**src/common/esirq_regs.vh**
```
// register map, field positions and timing constants of the event block
// =====================================================================
// Contract
// - status reads valid only with processor power
// - masked status change sets pending bit fifteen
// - interrupt pin low when pending and enabled
// - status read clears bits one to fifteen
// - ready flag cleared only by programming write
// - reserved status bits fourteen, two, one read zero
// - tone and squelch flags zero in transmit
// - squelch turn-off tone reported as squelch event
// - maintenance tone change reported as sub-audio event
// - receive address match sets bit twelve
// - transmit fourth tone end sets bit twelve
// - bits nine, eight hold threshold crossing history
// - sample register holds latest conversion result
// - sample readable only with processor power
// - bits four, three hold detected data rate
// - bit six flags modem data transfer needed
// - ready flag returns when programming completes
// - bit five updated by block check result
`ifndef ESIRQ_REGS_VH
`define ESIRQ_REGS_VH

// =====================================================================
// register addresses on the serial control bus
`define ESIRQ_ADDR_ADC     8'hb4
`define ESIRQ_ADDR_STATUS  8'hc6
`define ESIRQ_ADDR_PROG    8'hc8
`define ESIRQ_ADDR_MASK    8'hce

// =====================================================================
// status and mask bit positions
`define ESIRQ_B_IRQ     15
`define ESIRQ_B_INBAND  13
`define ESIRQ_B_ADDRSET 12
`define ESIRQ_B_SUBAUD  11
`define ESIRQ_B_DCS     10
`define ESIRQ_B_ADC_HI  9
`define ESIRQ_B_ADC_LO  8
`define ESIRQ_B_DEND    7
`define ESIRQ_B_DXFER   6
`define ESIRQ_B_CRC     5
`define ESIRQ_B_R2400   4
`define ESIRQ_B_R1200   3
`define ESIRQ_B_PROG    0

// =====================================================================
// field groups and reset values
`define ESIRQ_MASK_EN     16'h3fd9
`define ESIRQ_MASK_KEEP   16'hbfd9
`define ESIRQ_RATE_RSVD   2'h3
`define ESIRQ_TX_ZERO     16'h2c00
`define ESIRQ_RD_CLEAR    16'hfffe
`define ESIRQ_RESERVED    16'h4006
`define ESIRQ_STATUS_RST  16'h0001
`define ESIRQ_MASK_RST    16'h0000
`define ESIRQ_ADC_RST     8'h00

// =====================================================================
// serial frame bit counts
`define ESIRQ_CNT_ADDR  5'd8
`define ESIRQ_CNT_BYTE  5'd16
`define ESIRQ_CNT_WORD  5'd24

// =====================================================================
// timing
`define ESIRQ_CLK_NS        4
`define ESIRQ_PROG_TIME_NS  250000

`endif

```
**src/esirq_sync.v**
```verilog
// two-flop synchroniser for pins from outside the clock domain
`timescale 1ns/10ps
module esirq_sync #(
  parameter W = 3
) (
  input  wire         clk,
  input  wire         rst_b,
  input  wire [W-1:0] pin_in,
  output reg  [W-1:0] pin_sync
);

  reg [W-1:0] meta;

  // =====================================================================
  // first stage feeds only the second stage
  always @(posedge clk) begin
    if (!rst_b) begin
      meta     <= {W{1'b0}};
      pin_sync <= {W{1'b0}};
    end else begin
      meta     <= pin_in;
      pin_sync <= meta;
    end
  end

endmodule // esirq_sync

```
**src/esirq_top.v**
```verilog
// event status word, interrupt mask and sample register with serial slave
`timescale 1ns/10ps
`include "esirq_regs.vh"
module esirq_top #(
  parameter PROG_CYCLES = `ESIRQ_PROG_TIME_NS / `ESIRQ_CLK_NS,
  parameter TW          = 17
) (
  input  wire        clk,
  input  wire        rst_b,
  input  wire        cmd_clk,
  input  wire        cmd_sel_n,
  input  wire        cmd_in,
  output reg         reply_out,
  output reg         reply_oe,
  output reg         interrupt_out_n,
  output reg         prog_write,
  output reg  [15:0] prog_data,
  input  wire        proc_power,
  input  wire        tx_mode,
  input  wire        inband_change,
  input  wire        subaudio_change,
  input  wire        maint_tone_change,
  input  wire        dcs_change,
  input  wire        dcs_turnoff_change,
  input  wire        addr_set_match,
  input  wire        addr_tone4_done,
  input  wire        adc_above_high,
  input  wire        adc_below_low,
  input  wire        adc_conv_done,
  input  wire [7:0]  adc_result,
  input  wire        data_end,
  input  wire        data_xfer,
  input  wire        crc_update,
  input  wire        crc_error,
  input  wire        rate_valid,
  input  wire [1:0]  rate_code,
  input  wire        prog_done
);

  // =====================================================================
  // helpers
  // number of clock edges after which a read of this address is complete
  function [4:0] reply_end;
    input [7:0] a;
    begin
      if (a == `ESIRQ_ADDR_ADC)
        reply_end = `ESIRQ_CNT_BYTE;
      else if (a == `ESIRQ_ADDR_STATUS)
        reply_end = `ESIRQ_CNT_WORD;
      else
        reply_end = 5'd0;
    end
  endfunction

  function is_write_addr;
    input [7:0] a;
    begin
      is_write_addr = (a == `ESIRQ_ADDR_MASK) || (a == `ESIRQ_ADDR_PROG);
    end
  endfunction

  // word loaded into the reply shifter, msb first; unpowered reads give zero
  function [15:0] reply_word;
    input [7:0]  a;
    input [15:0] stat;
    input [7:0]  smp;
    input        pwr;
    begin
      if (!pwr)
        reply_word = 16'h0000;
      else if (a == `ESIRQ_ADDR_STATUS)
        reply_word = stat;
      else
        reply_word = {smp, 8'h00};
    end
  endfunction

  // =====================================================================
  // pin synchronisation and link clock edges
  wire [2:0] pins_sync;
  reg        sclk_prev;
  wire       s_clk;
  wire       s_sel_n;
  wire       s_din;
  wire       sclk_rise;
  wire       sclk_fall;

  // select enters inverted so that the reset value reads as deselected
  esirq_sync #(
    .W (3)
  ) u_sync (
    .clk      (clk),
    .rst_b    (rst_b),
    .pin_in   ({cmd_clk, ~cmd_sel_n, cmd_in}),
    .pin_sync (pins_sync)
  );

  assign s_clk     = pins_sync[2];
  assign s_sel_n   = ~pins_sync[1];
  assign s_din     = pins_sync[0];
  assign sclk_rise = s_clk & ~sclk_prev & ~s_sel_n;
  assign sclk_fall = ~s_clk & sclk_prev & ~s_sel_n;

  always @(posedge clk) begin
    if (!rst_b)
      sclk_prev <= 1'b0;
    else
      sclk_prev <= s_clk;
  end

  // =====================================================================
  // serial frame: 8 address bits then 16 data bits in, or 8/16 out
  reg  [4:0]  bit_cnt;
  reg  [7:0]  addr_sr;
  reg  [15:0] data_sr;
  reg  [15:0] reply_sr;
  reg  [15:0] status;
  reg  [15:0] irq_mask;
  reg  [7:0]  adc_data;
  reg  [15:0] snap;
  wire [4:0]  rd_end;
  wire [15:0] wr_word;
  wire        wr_commit;
  wire        stat_clr;
  wire        last_rise;
  wire        mask_wr_now;
  wire        prog_wr_now;
  wire [15:0] load_word;

  assign rd_end      = reply_end(addr_sr);
  assign wr_word     = {data_sr[14:0], s_din};
  // last rising link edge of a full frame
  assign last_rise   = sclk_rise && (bit_cnt == `ESIRQ_CNT_WORD - 5'd1);
  assign wr_commit   = last_rise && is_write_addr(addr_sr);
  assign mask_wr_now = wr_commit && (addr_sr == `ESIRQ_ADDR_MASK);
  assign prog_wr_now = wr_commit && (addr_sr == `ESIRQ_ADDR_PROG);
  assign load_word   = reply_word(addr_sr, status, adc_data, proc_power);
  // clear fires as the host takes the last status bit
  assign stat_clr    = last_rise && (addr_sr == `ESIRQ_ADDR_STATUS);

  always @(posedge clk) begin
    if (!rst_b) begin
      bit_cnt <= 5'd0;
      addr_sr <= 8'h00;
      data_sr <= 16'h0000;
    end else if (s_sel_n) begin
      bit_cnt <= 5'd0;
    end else if (sclk_rise) begin
      if (bit_cnt < `ESIRQ_CNT_ADDR)
        addr_sr <= {addr_sr[6:0], s_din};
      else
        data_sr <= wr_word;
      if (bit_cnt != `ESIRQ_CNT_WORD)
        bit_cnt <= bit_cnt + 5'd1;
    end
  end

  // =====================================================================
  // reply shifter; data changes on falling link edge, host samples rising
  always @(posedge clk) begin
    if (!rst_b) begin
      reply_sr  <= 16'h0000;
      reply_out <= 1'b0;
      reply_oe  <= 1'b0;
      snap      <= 16'h0000;
    end else if (s_sel_n) begin
      reply_oe  <= 1'b0;
      reply_out <= 1'b0;
    end else if (sclk_fall) begin
      if (bit_cnt == `ESIRQ_CNT_ADDR && rd_end != 5'd0) begin
        reply_oe  <= 1'b1;
        // the clear uses the real word even when the reply is blanked
        snap      <= status;
        reply_sr  <= load_word;
        reply_out <= load_word[15];
      end else if (reply_oe && bit_cnt < rd_end) begin
        reply_sr  <= {reply_sr[14:0], 1'b0};
        // power may drop mid-frame; the pin then reads zero
        reply_out <= proc_power & reply_sr[14];
      end
    end
  end

  // =====================================================================
  // mask register and programming write strobe
  always @(posedge clk) begin
    if (!rst_b) begin
      irq_mask   <= `ESIRQ_MASK_RST;
      prog_write <= 1'b0;
      prog_data  <= 16'h0000;
    end else begin
      prog_write <= 1'b0;
      // reserved mask positions are stored as zero
      if (mask_wr_now)
        irq_mask <= wr_word & `ESIRQ_MASK_KEEP;
      if (prog_wr_now) begin
        prog_write <= 1'b1;
        prog_data  <= wr_word;
      end
    end
  end

  // =====================================================================
  // sample register
  always @(posedge clk) begin
    if (!rst_b)
      adc_data <= `ESIRQ_ADC_RST;
    else if (adc_conv_done)
      adc_data <= adc_result;
  end

  // =====================================================================
  // programming completion timer, a fallback if no done strobe arrives
  reg  [TW-1:0] prog_timer;
  wire          prog_ready;

  // a second write while busy restarts the wait
  assign prog_ready  = prog_done || (prog_timer == {{(TW-1){1'b0}}, 1'b1});

  always @(posedge clk) begin
    if (!rst_b)
      prog_timer <= {TW{1'b0}};
    else if (prog_wr_now)
      prog_timer <= PROG_CYCLES[TW-1:0];
    else if (prog_done)
      prog_timer <= {TW{1'b0}};
    else if (prog_timer != {TW{1'b0}})
      prog_timer <= prog_timer - {{(TW-1){1'b0}}, 1'b1};
  end

  // =====================================================================
  // event vector
  reg [15:0] ev;
  wire       rate_ok;

  // the reserved rate code is never reported
  assign rate_ok = rate_valid & (rate_code != `ESIRQ_RATE_RSVD);

  always @* begin
    ev = 16'h0000;
    ev[`ESIRQ_B_INBAND]  = inband_change;
    ev[`ESIRQ_B_ADDRSET] = tx_mode ? addr_tone4_done
                                   : addr_set_match;
    ev[`ESIRQ_B_SUBAUD]  = subaudio_change | maint_tone_change;
    ev[`ESIRQ_B_DCS]     = dcs_change | dcs_turnoff_change;
    ev[`ESIRQ_B_ADC_HI]  = adc_above_high;
    ev[`ESIRQ_B_ADC_LO]  = adc_below_low;
    ev[`ESIRQ_B_DEND]    = data_end;
    ev[`ESIRQ_B_DXFER]   = data_xfer;
    ev[`ESIRQ_B_R2400]   = rate_ok & rate_code[1];
    ev[`ESIRQ_B_R1200]   = rate_ok & rate_code[0];
    if (tx_mode)
      ev = ev & ~`ESIRQ_TX_ZERO;
  end

  // =====================================================================
  // status word next value
  reg  [15:0] clr_bits;
  reg  [15:0] next_status;
  reg  [15:0] rise;
  reg         pend_left;
  reg         pend_set;
  reg         pend_hold;
  reg         pend_relatch;

  always @* begin
    clr_bits = stat_clr ? (snap & `ESIRQ_RD_CLEAR) : 16'h0000;
    // only the reported bits clear; events after the snapshot survive
    next_status = (status & ~clr_bits) | ev;
    if (crc_update)
      next_status[`ESIRQ_B_CRC] = crc_error;
    if (prog_wr_now)
      next_status[`ESIRQ_B_PROG] = 1'b0;
    if (prog_ready)
      next_status[`ESIRQ_B_PROG] = 1'b1;
    if (tx_mode)
      next_status = next_status & ~`ESIRQ_TX_ZERO;
    next_status = next_status & ~`ESIRQ_RESERVED;
    rise = next_status & ~status & `ESIRQ_MASK_EN & irq_mask;
    pend_left = |(next_status & ~snap & `ESIRQ_MASK_EN & irq_mask);
    // pending holds unless read out, and relatches for later events
    pend_set     = |rise;
    pend_hold    = status[`ESIRQ_B_IRQ] & ~clr_bits[`ESIRQ_B_IRQ];
    pend_relatch = clr_bits[`ESIRQ_B_IRQ] & pend_left;
    next_status[`ESIRQ_B_IRQ] = pend_set | pend_hold | pend_relatch;
  end

  always @(posedge clk) begin
    if (!rst_b)
      status <= `ESIRQ_STATUS_RST;
    else
      status <= next_status;
  end

  // =====================================================================
  // interrupt pin, registered so it never glitches
  always @(posedge clk) begin
    if (!rst_b)
      interrupt_out_n <= 1'b1;
    else
      interrupt_out_n <= ~(status[`ESIRQ_B_IRQ] &
                           irq_mask[`ESIRQ_B_IRQ]);
  end

endmodule // esirq_top

```
**config.mk**
```make
export PLATFORM = sky130hd
export DESIGN_NAME = esirq_top
export DESIGN_NICKNAME = d
export VERILOG_FILES = /design/src/esirq_sync.v /design/src/esirq_top.v
export VERILOG_INCLUDE_DIRS = /design/src /design/src/common
export SDC_FILE = /design/constraint.sdc
export NUM_CORES = 1
export LEC_CHECK = 0
export BUFFER_PORTS_ARGS = -buffer_cell sky130_fd_sc_hd__buf_2
export CAP_MARGIN = 20
export CORE_MARGIN = 2
export CORE_UTILIZATION = 25
export CTS_CLUSTER_DIAMETER = 200
export CTS_CLUSTER_SIZE = 16
export DETAILED_ROUTE_END_ITERATION = 12
export PLACE_DENSITY = 0.47
export SLEW_MARGIN = 10
export SYNTH_ARGS = -nofsm -noshare
export SYNTH_HDL_FRONTEND = slang
export SYNTH_SLANG_ARGS = --single-unit
```
**constraint.sdc**
```tcl
create_clock -name clk -period 2.84 [get_ports clk]
set_input_delay 0.568 -clock clk [delete_from_list [all_inputs] [get_ports clk]]
set_output_delay 0.568 -clock clk [all_outputs]
set_load 0.1 [all_outputs]
```
== Word-level counts from Yosys, hierarchy flattened ==
Cells that the tools add are included.
W data, S select, Z words.

* Add/sub/neg operators: 2
* $lt $le $gt $ge: 2
* Equality and inequality tests: 9
* Reduce and logical (&&, ||, !) cells: 24
* Muxes and demuxes: 19
* Bitwise gates (word level): 31

{| class="wikitable"
|+ Operator list
! cell !! number
|-
| $mux W16 || 6
|-
| $and A14 B14 Y14 || 3
|-
| $not A14 Y14 || 3
|-
| $and A14 B16 Y16 || 2
|-
| $eq A8 B8 Y1 const B || 4
|-
| $reduce_or A16 Y1 || 2
|-
| $mux W15 || 2
|-
| $mux W14 || 2
|-
| $eq A17 B1 Y1 const B || 1
|-
| $reduce_bool A17 Y1 || 1
|-
| $sub A17 B1 Y17 const B || 1
|-
| $or A14 B14 Y14 || 1
|-
| $reduce_and A3 Y1 || 4
|-
| $and A1 B1 Y1 || 11
|-
| $mux W5 || 2
|-
| $reduce_and A2 Y1 || 4
|-
| $logic_and A1 B1 Y1 || 7
|-
| $mux W1 || 7
|-
| $not A1 Y1 || 7
|-
| $add A5 B1 Y5 const B || 1
|-
| $eq A5 B4 Y1 const B || 1
|-
| $eq A5 B5 Y1 const B || 1
|-
| $lt A5 B4 Y1 const B || 1
|-
| $lt A5 B5 Y1 || 1
|-
| 8 further kinds || 12
|}

* Input bits: 33
* Bits in registers: 136
* Output and inout bits: 20
* Word-level logic and storage cells: 105

== Logic depth before layout (Yosys ltp) ==
Gate-level depths: netlist (run 1).

* Word-level depth: 17
* Depth in mapped cells: 9
* Mapped depth without buffers: 7

== Cells and area by module ==
A second synthesis (run 1) with hierarchy kept.

* Cell total of the unflattened synthesis: 666
* Area total of the unflattened synthesis: 5875.6 sq um

{| class="wikitable"
|+ By module, submodules not included
! module !! cells each !! times used !! area each (sq um) !! seq. area each (sq um)
|-
| esirq_top || 654 || 1 || 5718.0 || 2542.4
|-
| esirq_sync || 12 || 1 || 157.7 || 120.1
|}

== Worst setup path after synthesis (run 1) ==
Ideal clock, no wire load.

* Kind: reg2reg
* From: reg reply_oe
* To: reg reply_out
* Period minus slack after synthesis: 2068 ps
* Path buffers: 1
* Library setup time: 67 ps
* Cell stages (with the launch flop): 6
* Arrival time: 2001 ps
* Data required time: 2773 ps
* Setup slack: 772 ps
* Cell sequence: dfxtp_1 -> nand3b_1 -> o21a_1 -> buf_6 -> a2111o_1 -> a21oi_2

* Word-level cells in the longest chain between the ends: 3

{| class="wikitable"
|+ Ends and longest elaborated chain
! what !! line !! RTL
|-
| start: declaration || esirq_top.v:14 || <nowiki>output reg reply_oe,</nowiki>
|-
| start signal: assignment || esirq_top.v:164 || <nowiki>reply_oe <= 1'b0;</nowiki>
|-
| start signal: assignment || esirq_top.v:167 || <nowiki>reply_oe <= 1'b0;</nowiki>
|-
| start signal: assignment || esirq_top.v:171 || <nowiki>reply_oe <= 1'b1;</nowiki>
|-
| $logic_and A1 B1 Y1 || esirq_top.v:176 || <nowiki>end else if (reply_oe && bit_cnt < rd_end) begin</nowiki>
|-
| $reduce_bool A2 Y1 (no source line) || n/a ||
|-
| $reduce_and A2 Y1 (no source line) || n/a ||
|-
| end signal: assignment || esirq_top.v:175 || <nowiki>reply_out <= load_word[15];</nowiki>
|-
| end signal: assignment || esirq_top.v:179 || <nowiki>reply_out <= proc_power & reply_sr[14];</nowiki>
|-
| end: declaration || esirq_top.v:13 || <nowiki>output reg reply_out,</nowiki>
|}

Every way passes these cells.
A chain may end at the register's enable or synchronous reset.

== Worst setup path in the final report (run 1) ==
* From: reg addr_sr[4]
* To: reg prog_data[2]

* Word-level cells in the longest chain between the ends: 4
* Elaborated cells on any way between the ends: 5
* Classes of those cells: eq/ne: 2; reduce/logical: 3

{| class="wikitable"
|+ Ends and longest elaborated chain
! what !! line !! RTL
|-
| start: declaration || esirq_top.v:114 || <nowiki>reg [7:0] addr_sr;</nowiki>
|-
| start signal: assignment || esirq_top.v:150 || <nowiki>addr_sr <= {addr_sr[6:0], s_din};</nowiki>
|-
| $eq A8 B8 Y1 (no source line) || n/a ||
|-
| $logic_or A1 B1 Y1 || esirq_top.v:58 || <nowiki>is_write_addr = (a == `ESIRQ_ADDR_MASK) || (a == `ESIRQ_ADDR_PROG);</nowiki>
|-
| $logic_and A1 B1 Y1 || esirq_top.v:134 || <nowiki>assign wr_commit = last_rise && is_write_addr(addr_sr);</nowiki>
|-
| $logic_and A1 B1 Y1 * || esirq_top.v:136 || <nowiki>assign prog_wr_now = wr_commit && (addr_sr == `ESIRQ_ADDR_PROG);</nowiki>
|-
| end signal: assignment || esirq_top.v:198 || <nowiki>prog_data <= wr_word;</nowiki>
|-
| end: declaration || esirq_top.v:17 || <nowiki>output reg [15:0] prog_data,</nowiki>
|}

Every way passes the cells marked *; elsewhere a longest branch is shown, timed or not.

==> flow_metrics.py, run 1 <==
metrics = {
    "hold_path": {
        "min_path_type": "in2reg",
        "hold_depth": 2,
    },
    "placed_design": {
        "place_congestion": 0.731,
        "hpwl_mm": 10.2,
        "port_buffers": 52,
    },
    "yosys": {
        "yosysUniqueCellTypes": 66,
        "syn-num-nets": 694,
        "seq_area_frac_synth_pct": 44.5,
        "synth_area_leader_cell": "dfxtp_1",
        "synth_ff_type": "dfxtp_1",
        "synth_top_area_share_pct": 44.5,
        "synth_warnings": 0,
        "synth_area_leaders": "dfxtp_1 45%, mux2i_1 7.7%, nand2_1 6.3%, nor2b_1 6.0%, a21boi_0 4.1%",
        "synth_cells": 655,
        "syn_area_um2": 5980,
        "syn_avg_cell_area_um2": 9.13,
        "synthArstFlopShare_pct": 0,
        "synth_enable_flop_cells": 0,
        "synth-seq-cells": 133,
    },
    "status": {
        "status": "finished, final reports clean",
    },
    "timing": {
        "finalHoldViolations": 0,
        "min_period_ns": 2.23,
        "fmax_ghz": 0.448,
        "final-setup-viol-count": 0,
        "tns_ns": 0,
        "drv_slew": 0,
        "timing.slew.headroom_pct": 47.7,
        "skew_ns": 0.00930,
        "tightest_slew_ns": 0.782,
        "rsz0062_at_grt": "no",
        "period_share_pct": 78.6,
    },
    "clock_tree": {
        "hold_buffers": 0,
        "clk_pin_slew_ns": 0.06,
        "clock_sinks": 133,
        "cts_tree": "done",
        "clock_latency_ns": 0.42,
        "post-cts-setup-buffers": 0,
        "clockBufferDepth": 2,
        "cts_resized": 0,
        "cts_root_buf": "clkbuf_16",
        "numCtsBuffers": 17,
        "h-tree-depth": 4,
    },
    "global_routing": {
        "grt.total_usage_pct": 11.9,
        "antenna_found_initial": 0,
        "grt_pass1_vias": 4476,
        "grt_pass1_wl_mm": 24.1,
        "grt_start_max_net_pins": 113,
        "grt-ovfl-total": 0,
    },
    "finish": {
        "area_growth_pct": 20.9,
        "final_cell_mix": "133 x dfxtp_1, 101 x nand2_1, 57 x nor2b_1, 52 x buf_2, 46 x mux2i_1",
        "fillers": 2479,
        "register_area_um2": 2660,
        "diodes": 0,
        "layout_commonest_cell": "dfxtp_1",
        "final_layout_size_suffix_gt1_share_pct": 15.9,
        "fin_nets": 742,
        "multiInputGateArea_um2": 3140,
    },
    "worst_setup_path": {
        "crit_path_max_fanout": 11,
        "path_class": "reg2reg",
        "start_kind": "flip-flop",
        "arrival_ns": 2.58,
        "required_ns": 3.18,
        "cp-end-kind": "flip-flop",
        "ff2ff_path_depth": 6,
    },
    "pwr": {
        "ir_drop_v": 0.000283,
        "power_leakage_nw": 2.77,
        "finalPower_mw": 5.48,
        "pwr_density_cell_nw_per_um2": 758,
    },
    "detailed_routing": {
        "wl_per_cell_um": 14.4,
        "firstDrtPassIters": 4,
        "via_per_inst": 4.45,
        "initialDrtViolationCount": 225,
        "vias": 4610,
        "drc_errors": 0,
        "routed.top_layer": "met4",
        "drt_wl_total_mm": 14.9,
        "m1WireLength_mm": 7.85,
        "wl_met3_um": 470,
        "route.met2.wl_mm": 6.39,
        "postRouteAntennaNets": 0,
    },
    "job": {
        "max_cap_violations": 0,
    },
    "floorplanning": {
        "die_height_um": 159,
        "core_um2": 23500,
        "dieArea_um2": 25200,
        "die_x_um": 159,
        "ios": 53,
        "core.rowCount": 56,
        "start_util_pct": 25.5,
    },
}
[through the flow]
stage / hold WS (ns) / util (%) / std cells / area (µm²) / setup slack (ns)
final: 0.305 / 30.8 / 1035 / 7230 / 0.609
after global routing: 0.303 / 30.8 / 1035 / 7230 / 0.348
after CTS: 0.290 / 30.8 / 1035 / 7230 / 0.585
after detailed placement: 0.419 / 28.1 / 1003 / 6590 / 0.610
after global placement: 0.418 / 28.1 / 1003 / 6590 / 0.575
after floorplan: 0.380 / - / 655 / 5980 / 0.772
[sequential cells by signal, indices dropped and copies added, names as in the netlist]
register / flops
adc_data: 8
addr_sr: 8
bit_cnt: 5
data_sr: 15
interrupt_out_n: 1
irq_mask: 12
prog_data: 16
prog_timer: 17
prog_write: 1
reply_oe: 1
reply_out: 1
reply_sr: 15
sclk_prev: 1
snap: 13
status: 13
u_sync.meta: 3
u_sync.pin_sync: 3
[power by group]
group | leakage (nW) | switching (mW) | internal [mW]
Combinational | 1.38 | 0.569 | 0.461
Sequential | 1.08 | 0.103 | 1.96
Clock | 0.308 | 0.856 | 1.54
[final timing paths]
kind	slack [ns]	endpoint	from
min reg2reg	0.43	u_sync.pin_sync[1]	u_sync.meta[1]
min	0.30	u_sync.meta[1]	cmd_sel_n
max reg2reg	0.61	prog_data[2]	addr_sr[4]
max	0.61	prog_data[2]	addr_sr[4]
[area by class of cell]
cell class	count	share of cell area, %
Clock buffer	20	6.45
Clock inverter	12	2.42
Inverter	12	0.623
Multi-Input combinational cell	477	43.4
Sequential cell	133	36.8
Tap cell	319	5.52
Timing Repair Buffer	62	4.81
[cell families after synthesis]
family | synth area share, %
DFF | 44.5
xor gates and xnor gates | 2.49
buffers and inverters | 3.32
and+or+nand+nor | 26.7
adders and majority gates | 1.25
AOI/OAI and AO/OA | 13.9
muxes | 7.88
[per-layer routing]
| layer | up-vias | GRT usage [%] |
|---|---|---|
| met4 | 0 | 3.75 |
| met5 | - | 0 |
| met1 | 2154 | 16.5 |
| li1 | 2381 | - |
| met3 | 9 | 2.87 |
| met2 | 66 | 18.1 |
[synthesized netlist by cell type, drive strengths merged, types with 7 or more instances]
master and count:
nor4 8, buf 13, nand2 101, nor3 8, nand3b 11, nor3b 7, clkbuf 20, xnor2 12
inv 12, a211oi 7, o21ai 15, nor2b 57, dfxtp 133, a21boi 33, and2 9, mux2i 46
nor2 45, a21oi 19
[worst max-delay path, cell delays in order, from the launching register on]
cell       delay, ns
dfxtp_1         0.34
nand4bb_1       0.46
nor4_1          0.43
and2_1          0.42
buf_4           0.26
nand2_1         0.07
a21boi_0        0.17
No activity file was read; power rests on OpenSTA's default activity.
==> run 2, diff against run 1 <==
--- a/config.mk
+++ b/config.mk
@@ -13,7 +13,7 @@
 export CTS_CLUSTER_DIAMETER = 200
 export CTS_CLUSTER_SIZE = 16
 export DETAILED_ROUTE_END_ITERATION = 12
-export PLACE_DENSITY = 0.47
+export PLACE_DENSITY = 0.48
 export SLEW_MARGIN = 10
 export SYNTH_ARGS = -nofsm -noshare
 export SYNTH_HDL_FRONTEND = slang
==> constraint.sdc (replaced) <==
create_clock -name clk -period 2.05 [get_ports clk]
set_input_delay 0.41 -clock clk [delete_from_list [all_inputs] [get_ports clk]]
set_output_delay 0.41 -clock clk [all_outputs]
set_load 0.1 [all_outputs]
==> run 2 against run 1 <==
Effect of this change: combinational power grew 59%; worst hold slack got worse by 0.14 ns; critical path depth grew 2; critical endpoint is now reply_sr[0]; core utilization rose by 0.99 points; via count is 2.2% higher; first-iteration DRC count increased by 20%; critical path type unchanged; clock power grew 19%; largest power group is now sequential cells; maximum frequency grew 15%; setup slack worse by 0.50 ns; routed wire length grew 1.5%; total power rose by 34%.
==> flow_metrics.py, run 2 (synthesis results as in run 1) <==
metrics = {
    "timing": {
        "drv_slew": 0,
        "tns_ns": 0,
        "fmax_ghz": 0.516,
        "final-setup-viol-count": 0,
        "skew_ns": 0.0114,
        "min_period_ns": 1.94,
        "timing.slew.headroom_pct": 60.1,
        "layout_setup_ws_ns": 0.113,
        "rsz0062_at_grt": "yes",
        "tightest_slew_ns": 0.595,
        "finalHoldViolations": 0,
        "period_share_pct": 94.5,
        "whs_ns": 0.160,
    },
    "finish": {
        "reg_top3": "prog_timer x17, prog_data x16",
        "register_area_um2": 2670,
        "area_growth_pct": 24.8,
        "fin_nets": 767,
        "multiInputGateArea_um2": 3210,
        "final_cell_mix": "129 x dfxtp_1, 101 x nand2_1, 57 x nor2b_1, 52 x buf_2, 46 x mux2i_1",
        "regMostFlops": "prog_timer",
        "post-route-cell-area_um2": 7460,
        "largest_register_ffs": 17,
        "layout_commonest_cell": "dfxtp_1",
        "final_layout_size_suffix_gt1_share_pct": 20.0,
        "fillers": 2468,
        "diodes": 0,
        "finalNonFillerCells": 1058,
    },
    "floorplanning": {
        "die_x_um": 159,
        "die_height_um": 159,
        "core.rowCount": 56,
        "start_util_pct": 25.5,
        "core_um2": 23500,
        "ios": 53,
        "dieArea_um2": 25200,
    },
    "global_routing": {
        "grt-ovfl-total": 0,
        "grt_pass1_wl_mm": 24.6,
        "grt_start_max_net_pins": 88,
        "antenna_found_initial": 0,
        "grt.total_usage_pct": 12.2,
        "grt_pass1_vias": 4601,
    },
    "hold_path": {
        "min_path_type": "in2reg",
    },
    "pwr": {
        "power_leakage_nw": 2.88,
        "pwr_density_cell_nw_per_um2": 983,
        "ir_drop_v": 0.000436,
    },
    "detailed_routing": {
        "initialDrtViolationCount": 269,
        "wl_per_cell_um": 14.3,
        "firstDrtPassIters": 4,
        "drc_errors": 0,
        "via_per_inst": 4.45,
        "vias": 4710,
        "drt_wl_total_mm": 15.1,
        "postRouteAntennaNets": 0,
    },
    "placed_design": {
        "postPlaceCellArea_um2": 6840,
        "hpwl_mm": 10.7,
        "place_congestion": 0.765,
        "dp_cells": 1028,
        "dp_slack_ns": -0.00206,
        "port_buffers": 52,
    },
    "clock_tree": {
        "cts_tree": "done",
        "post-cts-setup-buffers": 0,
        "h-tree-depth": 4,
        "numCtsBuffers": 17,
        "clockBufferDepth": 2,
        "clock_latency_ns": 0.42,
        "clock_sinks": 133,
        "cts_root_buf": "clkbuf_16",
        "clk_pin_slew_ns": 0.06,
    },
    "worst_setup_path": {
        "crit_path_max_fanout": 9,
        "arrival_ns": 2.24,
        "cp-end-kind": "flip-flop",
        "path_class": "reg2reg",
        "required_ns": 2.36,
        "start_kind": "flip-flop",
    },
    "status": {
        "status": "finished, final reports clean",
    },
    "job": {
        "max_cap_violations": 0,
    },
}
run 2: changes by cell type in the layout (fill, tap and decap cells not counted), moves of 4 or more:
| cell | previous run | this run |
|---|---|---|
| buf_4 | 9 | 29 |
| buf_12 | 1 | 6 |
| a221oi_1 | 5 | 1 |
| a221oi_2 | 0 | 4 |
| dfxtp_1 | 133 | 129 |
| dfxtp_2 | 0 | 4 |
run 2: critical path, stage by stage, from the launching register on:
cell and delay [ns]:
dfxtp_1 0.35, and4bb_2 0.27, o21ai_2 0.15, ha_1 0.24
o31a_1 0.14, o21a_1 0.23, buf_12 0.15, a21o_1 0.16
and2_1 0.14
run 2: power breakdown:
group          internal [mW]  total (mW)  switching (mW)  leakage, nW
clock network           1.68        2.85            1.17        0.256
logic                  0.787        1.64           0.853         1.54
registers               2.71        2.85           0.140         1.08
total                   5.18        7.34            2.16         2.88
run 2: layout make-up:
type	instances	share of cell area, %
timing repair buffer	87	8.01
tap	319	5.35
clock inverter	12	1.46
multi-input combinational	477	43.0
clock buffer	18	5.88
sequential	133	35.7
inverter	12	0.603
run 2: worst paths after layout:
check	depth (start not counted)	endpoint	startpoint	slack, ns
setup / recovery	8	reply_sr[0]	addr_sr[1]	0.11
hold / removal	2	u_sync.meta[1]	cmd_sel_n	0.16
setup reg to reg	8	reply_sr[0]	addr_sr[1]	0.11
hold reg to reg	1	u_sync.pin_sync[2]	u_sync.meta[2]	0.42
run 2: stage by stage:
stage,utilization (%),power [mW]
CTS,31.5,7.38
detailed placement,29.2,4.47
finish,31.8,7.34
floorplan,-,4.05
global route,31.8,7.75
global placement,29.2,4.49
run 2: timing repair:
action	CTS	global route
cloned	0	0
endpoints found under the setup margin	7	14
hold buffers	0	0
pin swaps	0	1
gates resized for setup	1	14
run 2: layer usage:
layer	track usage, %	vias to the layer above	wire [µm]
li1	-	2436	-
met1	16.6	2193	7630
met2	18.9	67	6640
met3	2.66	14	598
met4	4.63	0	219
met5	0	-	0
